==> src/rtl/apcf_regs.svh <==
`ifndef APCF_REGS_SVH
`define APCF_REGS_SVH
// register byte offsets
`define APCF_CTRL_OFS 6'h00
`define APCF_CAP_OFS 6'h04
`define APCF_OFF0_OFS 6'h08
`define APCF_RES0_OFS 6'h18
`define APCF_IRQ_STAT_OFS 6'h28
`define APCF_IRQ_MASK_OFS 6'h2c
`define APCF_PHASE_OFS 6'h30
// field positions
`define APCF_SPLIT_BIT 0
`define APCF_THREE_LED_BIT 1
`define APCF_CAP_PRI_LSB 0
`define APCF_CAP_SEC_LSB 4
`define APCF_CAP_W 3
`define APCF_MAG_W 5
`define APCF_POL_BIT 7
`define APCF_CODE_W 22
`define APCF_RES_W 24
`define APCF_NPHASE 4
`define APCF_READY_LSB 0
`define APCF_RANGE_LSB 4
// reset values
`define APCF_CTRL_RST 2'h0
`define APCF_CAP_RST 3'h0
`define APCF_MAG_RST 5'h00
`define APCF_IRQ_RST 8'h00
`endif

==> src/rtl/apcf_pkg.sv <==
package apcf_pkg;
    // what the photodiode sees during the current phase
    typedef enum logic [2:0] {
        PK_LED2,
        PK_AMB2,
        PK_LED3,
        PK_LED1,
        PK_AMB1
    } apcf_phase_kind_type;
endpackage : apcf_pkg

==> src/rtl/apcf_top.sv <==
// Register access over Avalon-MM and the register addresses were decided locally.
`timescale 1ns/1ps
`include "apcf_regs.svh"
module apcf_top (
    input wire logic clk,
    input wire logic rst,
    input wire logic [5:0] avs_address,
    input wire logic avs_read,
    input wire logic avs_write,
    input wire logic [31:0] avs_writedata,
    output logic [31:0] avs_readdata,
    output logic avs_waitrequest,
    input wire logic [1:0] phase_sel,
    input wire logic conv_valid,
    input wire logic [1:0] conv_phase,
    input wire logic [21:0] conv_code,
    input wire logic conv_over,
    input wire logic conv_under,
    output logic [2:0] active_cap_select,
    output logic [4:0] offset_current_magnitude,
    output logic offset_current_polarity,
    output apcf_pkg::apcf_phase_kind_type phase_kind,
    output logic irq
);
    logic [1:0] ctrl_reg;
    logic [2:0] cap_pri_reg;
    logic [2:0] cap_sec_reg;
    logic [4:0] mag_reg [0:3];
    logic pol_reg [0:3];
    logic [23:0] res_reg [0:3];
    logic [7:0] stat_reg;
    logic [7:0] mask_reg;
    logic wait_reg;
    logic [31:0] rdata_reg;
    logic [2:0] cap_out_reg;
    logic [4:0] mag_out_reg;
    logic pol_out_reg;
    apcf_pkg::apcf_phase_kind_type kind_reg;
    logic irq_reg;

    // bus decode: a write lands only on the edge that completes it
    wire req = avs_read | avs_write;
    wire wr_go = avs_write & ~wait_reg;
    wire [3:0] widx = avs_address[5:2];
    wire hit_ctrl = avs_address == `APCF_CTRL_OFS;
    wire hit_cap = avs_address == `APCF_CAP_OFS;
    wire hit_stat = avs_address == `APCF_IRQ_STAT_OFS;
    wire hit_mask = avs_address == `APCF_IRQ_MASK_OFS;
    wire hit_phase = avs_address == `APCF_PHASE_OFS;
    // word indices kept at full address width, then cut on purpose
    wire [5:0] off_word = `APCF_OFF0_OFS >> 2;
    wire [5:0] res_word = `APCF_RES0_OFS >> 2;
    wire [3:0] off_base = off_word[3:0];
    wire [3:0] res_base = res_word[3:0];
    wire hit_off = avs_address[1:0] == 2'h0 && widx >= off_base
        && widx < off_base + 4'h4;
    wire hit_res = avs_address[1:0] == 2'h0 && widx >= res_base
        && widx < res_base + 4'h4;
    wire [3:0] off_d = widx - off_base;
    wire [3:0] res_d = widx - res_base;
    wire [1:0] off_i = off_d[1:0];
    wire [1:0] res_i = res_d[1:0];
    wire off_wr = wr_go && hit_off;
    wire stat_wr = wr_go && hit_stat;
    // write fields of an offset word
    wire [4:0] wr_mag = avs_writedata[`APCF_MAG_W-1:0];
    wire wr_pol = avs_writedata[`APCF_POL_BIT];

    // both capacitor fields share one plain code mapping
    wire [2:0] wr_pri = avs_writedata[`APCF_CAP_PRI_LSB +: 3];
    wire [2:0] wr_sec = avs_writedata[`APCF_CAP_SEC_LSB +: 3];
    wire split = ctrl_reg[`APCF_SPLIT_BIT];
    wire three_led = ctrl_reg[`APCF_THREE_LED_BIT];

    // result formatting; over-range wins if the converter flags both
    wire [23:0] fmt_over = {3'b001, 21'h1fffff};
    wire [23:0] fmt_under = {3'b110, 21'h000000};
    wire [23:0] fmt_in = {{2{conv_code[21]}}, conv_code};
    wire [23:0] fmt_word = conv_over ? fmt_over
        : (conv_under ? fmt_under : fmt_in);
    wire out_range = conv_over | conv_under;

    // events: result ready per phase, range error per phase
    wire [3:0] ev_ready = conv_valid ? (4'h1 << conv_phase) : 4'h0;
    wire [3:0] ev_range = out_range ? ev_ready : 4'h0;
    wire [7:0] ev_all = {ev_range, ev_ready};
    wire [7:0] w1c = stat_wr ? avs_writedata[7:0] : 8'h00;
    // a set in the same cycle as its clear survives, so no event is lost
    wire [7:0] stat_next = (stat_reg & ~w1c) | ev_all;
    // irq lags status by one edge so that it leaves a flip-flop cleanly
    wire irq_cond = |(stat_reg & mask_reg);

    // capacitor code for the live phase; second field gated by split
    wire sec_phase = phase_sel < 2'h2;
    wire [2:0] cap_next = (split && sec_phase)
        ? cap_sec_reg : cap_pri_reg;

    // label of the live phase; slot 1 is LED3 instead of ambient 2 when three_led is set
    wire apcf_pkg::apcf_phase_kind_type kind_next =
        phase_sel == 2'h0 ? apcf_pkg::PK_LED2 :
        phase_sel == 2'h1 ? (three_led ? apcf_pkg::PK_LED3
                                       : apcf_pkg::PK_AMB2) :
        phase_sel == 2'h2 ? apcf_pkg::PK_LED1 :
        apcf_pkg::PK_AMB1;

    // read mux; unmapped addresses read as zero
    wire [31:0] rd_off = {24'h0, pol_reg[off_i], 2'h0, mag_reg[off_i]};
    wire [31:0] rd_next =
        hit_ctrl ? {30'h0, ctrl_reg} :
        hit_cap ? {25'h0, cap_sec_reg, 1'b0, cap_pri_reg} :
        hit_off ? rd_off :
        hit_res ? {8'h0, res_reg[res_i]} :
        hit_stat ? {24'h0, stat_reg} :
        hit_mask ? {24'h0, mask_reg} :
        hit_phase ? {27'h0, phase_sel, kind_reg} :
        32'h0;

    // one wait cycle per access, then a single-cycle release
    always_ff @(posedge clk) begin
        if (rst) begin
            wait_reg <= 1'b1;
            rdata_reg <= 32'h0;
        end else begin
            wait_reg <= ~(req & wait_reg);
            if (avs_read && wait_reg) begin
                rdata_reg <= rd_next;
            end
        end
    end

    // control and capacitor fields
    always_ff @(posedge clk) begin
        if (rst) begin
            ctrl_reg <= `APCF_CTRL_RST;
            cap_pri_reg <= `APCF_CAP_RST;
            cap_sec_reg <= `APCF_CAP_RST;
        end else if (wr_go && hit_ctrl) begin
            ctrl_reg <= avs_writedata[1:0];
        end else if (wr_go && hit_cap) begin
            cap_pri_reg <= wr_pri;
            cap_sec_reg <= wr_sec;
        end
    end

    // per-phase offset settings and results
    genvar g;
    generate
        for (g = 0; g < `APCF_NPHASE; g = g + 1) begin : g_ph
            always_ff @(posedge clk) begin
                if (rst) begin
                    mag_reg[g] <= `APCF_MAG_RST;
                    pol_reg[g] <= 1'b0;
                end else if (off_wr && off_i == g) begin
                    mag_reg[g] <= wr_mag;
                    pol_reg[g] <= wr_pol;
                end
            end
            always_ff @(posedge clk) begin
                if (rst) begin
                    res_reg[g] <= 24'h000000;
                end else if (conv_valid && conv_phase == g) begin
                    res_reg[g] <= fmt_word;
                end
            end
        end
    endgenerate

    // interrupt status and mask
    always_ff @(posedge clk) begin
        if (rst) begin
            stat_reg <= `APCF_IRQ_RST;
            mask_reg <= `APCF_IRQ_RST;
            irq_reg <= 1'b0;
        end else begin
            stat_reg <= stat_next;
            if (wr_go && hit_mask) begin
                mask_reg <= avs_writedata[7:0];
            end
            irq_reg <= irq_cond;
        end
    end

    // analog drive for the live phase, registered to keep it glitch free
    always_ff @(posedge clk) begin
        if (rst) begin
            cap_out_reg <= `APCF_CAP_RST;
            mag_out_reg <= `APCF_MAG_RST;
            pol_out_reg <= 1'b0;
            kind_reg <= apcf_pkg::PK_LED2;
        end else begin
            cap_out_reg <= cap_next;
            mag_out_reg <= mag_reg[phase_sel];
            pol_out_reg <= pol_reg[phase_sel];
            kind_reg <= kind_next;
        end
    end

    assign avs_readdata = rdata_reg;
    assign avs_waitrequest = wait_reg;
    assign active_cap_select = cap_out_reg;
    assign offset_current_magnitude = mag_out_reg;
    assign offset_current_polarity = pol_out_reg;
    assign phase_kind = kind_reg;
    assign irq = irq_reg;
endmodule : apcf_top

==> config.mk <==
export PLATFORM = sky130hd
export DESIGN_NAME = apcf_top
export DESIGN_NICKNAME = d
export VERILOG_FILES = /design/src/rtl/apcf_pkg.sv /design/src/rtl/apcf_top.sv
export VERILOG_INCLUDE_DIRS = /design/src /design/src/rtl
export SDC_FILE = /design/constraint.sdc
export NUM_CORES = 1
export LEC_CHECK = 0
export BUFFER_PORTS_ARGS = -buffer_cell sky130_fd_sc_hd__buf_2
export CORE_AREA = 2 2 130 182
export CTS_BUF_LIST = sky130_fd_sc_hd__clkbuf_16
export CTS_CLUSTER_DIAMETER = 120
export DETAILED_ROUTE_END_ITERATION = 12
export DIE_AREA = 0 0 132 184
export GPL_TIMING_DRIVEN = 0
export HOLD_SLACK_MARGIN = 0.03
export RECOVER_POWER = 100
export SETUP_SLACK_MARGIN = 0.2
export SLEW_MARGIN = 20
export SYNTH_ARGS = -nofsm -noshare
export SYNTH_HDL_FRONTEND = slang
export SYNTH_SLANG_ARGS = --single-unit
export TNS_END_PERCENT = 100
==> constraint.sdc <==
create_clock -name clk -period 5.5 [get_ports clk]
set_input_delay 0.55 -clock clk [delete_from_list [all_inputs] [get_ports clk]]
set_output_delay 0.55 -clock clk [all_outputs]
set_load 0.02 [all_outputs]
**Word level (Yosys, flattened, before mapping)**

Memory sizes are Yosys's and may differ from the RTL's. A register that Yosys moved wholly into a read port is not among the register bits.
Cells that the tools add are included.

- Bitwise operators: 23
- Muxes and demuxes: 54
- Equality and inequality tests: 12
- Reductions and logical operators: 27
- Shift operators: 1
- Order comparisons: 5
- Add/sub/neg operators: 2

Operator list:

| cell | number |
|---|---|
| $mux W24 | 10 |
| $mux W1 | 30 |
| $mux W5 | 5 |
| $mux W8 | 3 |
| $logic_and A1 B1 Y1 | 19 |
| $eq A6 B6 Y1 const B | 3 |
| $and A8 B8 Y8 | 2 |
| $or A1 B1 Y1 | 14 |
| $eq A2 B2 Y1 const B | 5 |
| $mux W3 | 3 |
| $logic_not A2 Y1 | 4 |
| $mux W4 | 2 |
| $not A8 Y8 | 1 |
| $or A8 B8 Y8 | 1 |
| $reduce_or A8 Y1 | 1 |
| $eq A2 B1 Y1 const B | 3 |
| $eq A6 B3 Y1 const B | 1 |
| $logic_not A6 Y1 | 1 |
| $ge A4 B2 Y1 const B | 1 |
| $ge A4 B3 Y1 const B | 1 |
| $lt A4 B3 Y1 const B | 1 |
| $lt A4 B4 Y1 const B | 1 |
| $shl A1 B2 Y4 const A | 1 |
| $sub A2 B2 Y2 const B | 2 |
| 6 further kinds | 9 |

- RAM bits: 120
- Memories: 3
- Bits in registers: 64
- Output and inout bits: 46

Memory list:

| name | depth | width | rd ports | clocked after Yosys merged registers in | write ports | RTL line | text |
|---|---|---|---|---|---|---|---|
| res_reg | 4 | 24 | 1 | 0 | 4 | apcf_top.sv:30 | `logic [23:0] res_reg [0:3];` |
| mag_reg | 4 | 5 | 2 | 1 | 4 | apcf_top.sv:28 | `logic [4:0] mag_reg [0:3];` |
| pol_reg | 4 | 1 | 2 | 1 | 4 | apcf_top.sv:29 | `logic pol_reg [0:3];` |

**Longest topological paths before layout**

- Word-level depth: 9
- Mapped depth: 8
- Depth with buffers taken out: 5

**Least setup slack after synthesis**

Ideal clock, no wire load.

- Path kind: input port to flip-flop
- Start point: in conv_phase[0]
- End point: mem res_reg[0][0] (enable)
- Cell stages on the path: 2
- Data arrival time: 2.348 ns
- Slack: 2.717 ns
- Setup time: 0.435 ns
- Buffers on the path: 0
- Required time: 5.065 ns
- Cell sequence: nand2b_1 o21ai_0

RTL lines:

| what | RTL line | text |
|---|---|---|
| start, declared | apcf_top.sv:15 | `input wire logic [1:0] conv_phase,` |
| end, declared | apcf_top.sv:30 |  |

==> flow_metrics.py <==
metrics = {
    "outcome": {
        "status": "complete, no violations",
    },
    "pwr": {
        "seqPwrFrac": 0.515,
        "p_leak_nw": 3.210,
        "comb_power_share": 0.087,
        "irDropWorstVdd_mv": 0.2107,
        "p_sw_mw": 0.7168,
        "swShare": 0.2451,
        "power_mw": 2.924,
        "power-per-cell-area_nw_per_um2": 321.0,
        "p_int_mw": 2.208,
        "clkPwrFrac": 0.398,
    },
    "worst_setup_path": {
        "slowest_stage": "o31ai_1",
        "crit_family": "simple AND/OR/NAND/NOR gates",
        "worstSetupEndpointType": "flip-flop",
        "path_cells": "clkbuf_1 > clkbuf_1 > xnor2_1 > nor4_1 > nand2_1 > o31ai_1",
        "crit_path_frequent_cell": "clkbuf_1",
        "critPathMaxFanout": 10,
        "max_stage_delay_ns": 1.04,
        "cp.arrival_ns": 3.60,
        "setup.worst_path.class": "input pin to flip-flop",
        "critical_path_required_ns": 5.55,
        "path_buf_inv": 2,
        "ff2ff_setup_slack_ns": 3.16,
        "startpoint_type": "input pin",
    },
    "grt": {
        "grt_max_degree": 24,
        "antenna_found_initial": 0,
        "grt_pass1_wl_um": 32160,
        "grt_use_met3": 0.02895,
        "met1_usage": 0.2133,
        "grt_overflow": 0,
        "busiest_layer": "met2",
        "track_usage": 0.1786,
        "grtUsageMet2": 0.3188,
        "grt_pass1_vias": 5449,
    },
    "route": {
        "drc_errors": 0,
        "drt_first_iter_violations": 491,
        "routedWlPerCell_um": 19.61,
        "viasPerCell": 5.119,
        "drt_pre_antenna_iters": 5,
        "ant_nets": 0,
        "finalWirelength_um": 21280,
        "num_vias": 5554,
    },
    "layout": {
        "areaGrowthSynthToFinish_pct": 16.50,
        "final_cells": 1085,
        "drive_above_1_share": 0.1620,
        "final_cell_mix": "edfxtp_1 (116), nor2_1 (114), clkbuf_1 (80)",
        "layout_commonest_cell": "edfxtp_1",
        "seq_area_um2": 4705,
        "n_antenna_cell": 0,
        "nets": 842,
        "largest_reg_flops": 92,
        "fillers": 2240,
        "multiInputGateArea_um2": 2810,
        "fin_util": 0.4044,
        "design_area_um2": 9110,
    },
    "timing": {
        "hold_violations": 0,
        "slew_viol_final": 0,
        "slew-limit-headroom": 0.07509,
        "clock_skew_ns": 0.01259,
        "rsz0062_at_grt": "no",
        "fin_tns_setup_ns": 0,
        "tightest_slew_ns": 1.373,
        "setup_viol_count_final": 0,
        "holdWs_ns": 0.3343,
        "min_period_ns": 3.548,
        "setup_slack_ns": 1.952,
        "clock.fmax_ghz": 0.2819,
        "fin_crit_sh": 0.6451,
    },
    "placed_design": {
        "hpwl_um": 14880,
        "portBuffers": 82,
        "placed_cell_area_um2": 8716,
        "placed_cells": 1053,
        "gp_congestion": 0.8435,
        "dp_slack_ns": 2.216,
    },
    "clock_tree": {
        "cts_resized": 0,
        "clkTransAtPathRegs_ns": 0.06,
        "cts_buffers": 17,
        "htreeDepth": 4,
        "clkLatencyLatePin_ns": 0.44,
        "cts-hold-fix-buffers": 0,
        "postCtsSetupBuffers": 0,
        "clock_path_buffers": 2,
        "numClockSinks": 177,
        "cts_root_buffer": "clkbuf_16",
        "cts_tree": "done",
    },
    "logic_synthesis": {
        "synth-main-ff-cell": "edfxtp_1",
        "synth_warnings": 0,
        "synth_top_area_frac": 0.4454,
        "syn_avg_cell_area_um2": 11.83,
        "netlist_instances": 661,
        "async_flop_share": 0,
        "synth_area_leaders": "edfxtp_1 (45%), dfxtp_1 (16%), mux4_2 (10%)",
        "yosysSeqAreaShare": 0.6016,
        "syn_area_um2": 7820,
        "synth_edf_count": 116,
        "synth-seq-cells": 177,
        "synth.distinct_cells": 47,
        "synth_top_cell_by_area": "edfxtp_1",
    },
    "floorplanning": {
        "die_w_um": 132,
        "start_util": 0.3471,
        "row_count": 65,
        "dieArea_um2": 24290,
        "core_um2": 22530,
        "io_pins": 117,
        "die_y_um": 184,
    },
    "run": {
        "drv_cap": 0,
    },
    "hold_path": {
        "hold_path_class": "input pin to flip-flop",
    },
}
[worst paths after layout]
check | depth (start not counted) | startpoint | endpoint
setup reg to reg | 3 | avs_waitrequest$_SDFF_PP1_ | mag_reg[2][2]$_SDFFCE_PN0P_
hold / removal | 2 | avs_write | avs_waitrequest$_SDFF_PP1_
hold reg to reg | 2 | avs_readdata[20]$_SDFFE_PP0P_ | avs_readdata[20]$_SDFFE_PP0P_
setup / recovery | 6 | avs_address[3] | mag_reg[2][2]$_SDFFCE_PN0P_
[cell usage after synthesis (8+ instances only)]
| cell type | number |
|---|---|
| nor2_1 | 113 |
| a21oi_1 | 53 |
| mux2i_1 | 12 |
| buf_4 | 13 |
| buf_2 | 10 |
| nand2_1 | 49 |
| o21ai_0 | 19 |
| nor3_1 | 8 |
| and2_1 | 32 |
| dfxtp_1 | 61 |
| edfxtp_1 | 116 |
| inv_1 | 11 |
| mux4_2 | 35 |
| clkbuf_1 | 25 |
| nand3_1 | 32 |
[power groups by stage]
stage / clock network, mW / logic, mW / registers [mW]
after floorplan: 0 / 0.156 / 1.54
final: 1.16 / 0.254 / 1.51
after CTS: 1.18 / 0.269 / 1.51
after detailed placement: 0 / 0.268 / 1.54
after global routing: 1.22 / 0.274 / 1.51
after global placement: 0 / 0.258 / 1.54
[routing by layer]
metal,vias to the layer above,share of wire
met5,-,0
met3,39,0.049
met4,0,0.024
li1,2604,-
met1,2701,0.41
met2,210,0.52
[final cells by class]
cell class,instances,share of cell area
flip-flops and latches,177,0.5164
clock inverters,13,0.009202
clock buffers,19,0.05219
inverters,11,0.004532
repair buffers,84,0.04024
well taps,301,0.04134
plain buffers,54,0.02761
multi-input cells,426,0.3085
[cell families (layout without fill, tap and decap cells)]
group	Yosys count	count (layout)	share of synthesized area
xor gates and xnor gates	1	1	0.001120
other	1	8	0.0004795
DFF	177	177	0.6016
buffers and inverters	65	181	0.03904
AOI/OAI and AO/OA	108	108	0.08448
and+or+nand+nor	262	262	0.1571
muxes	47	47	0.1162
(Power assumes the default switching activity.)
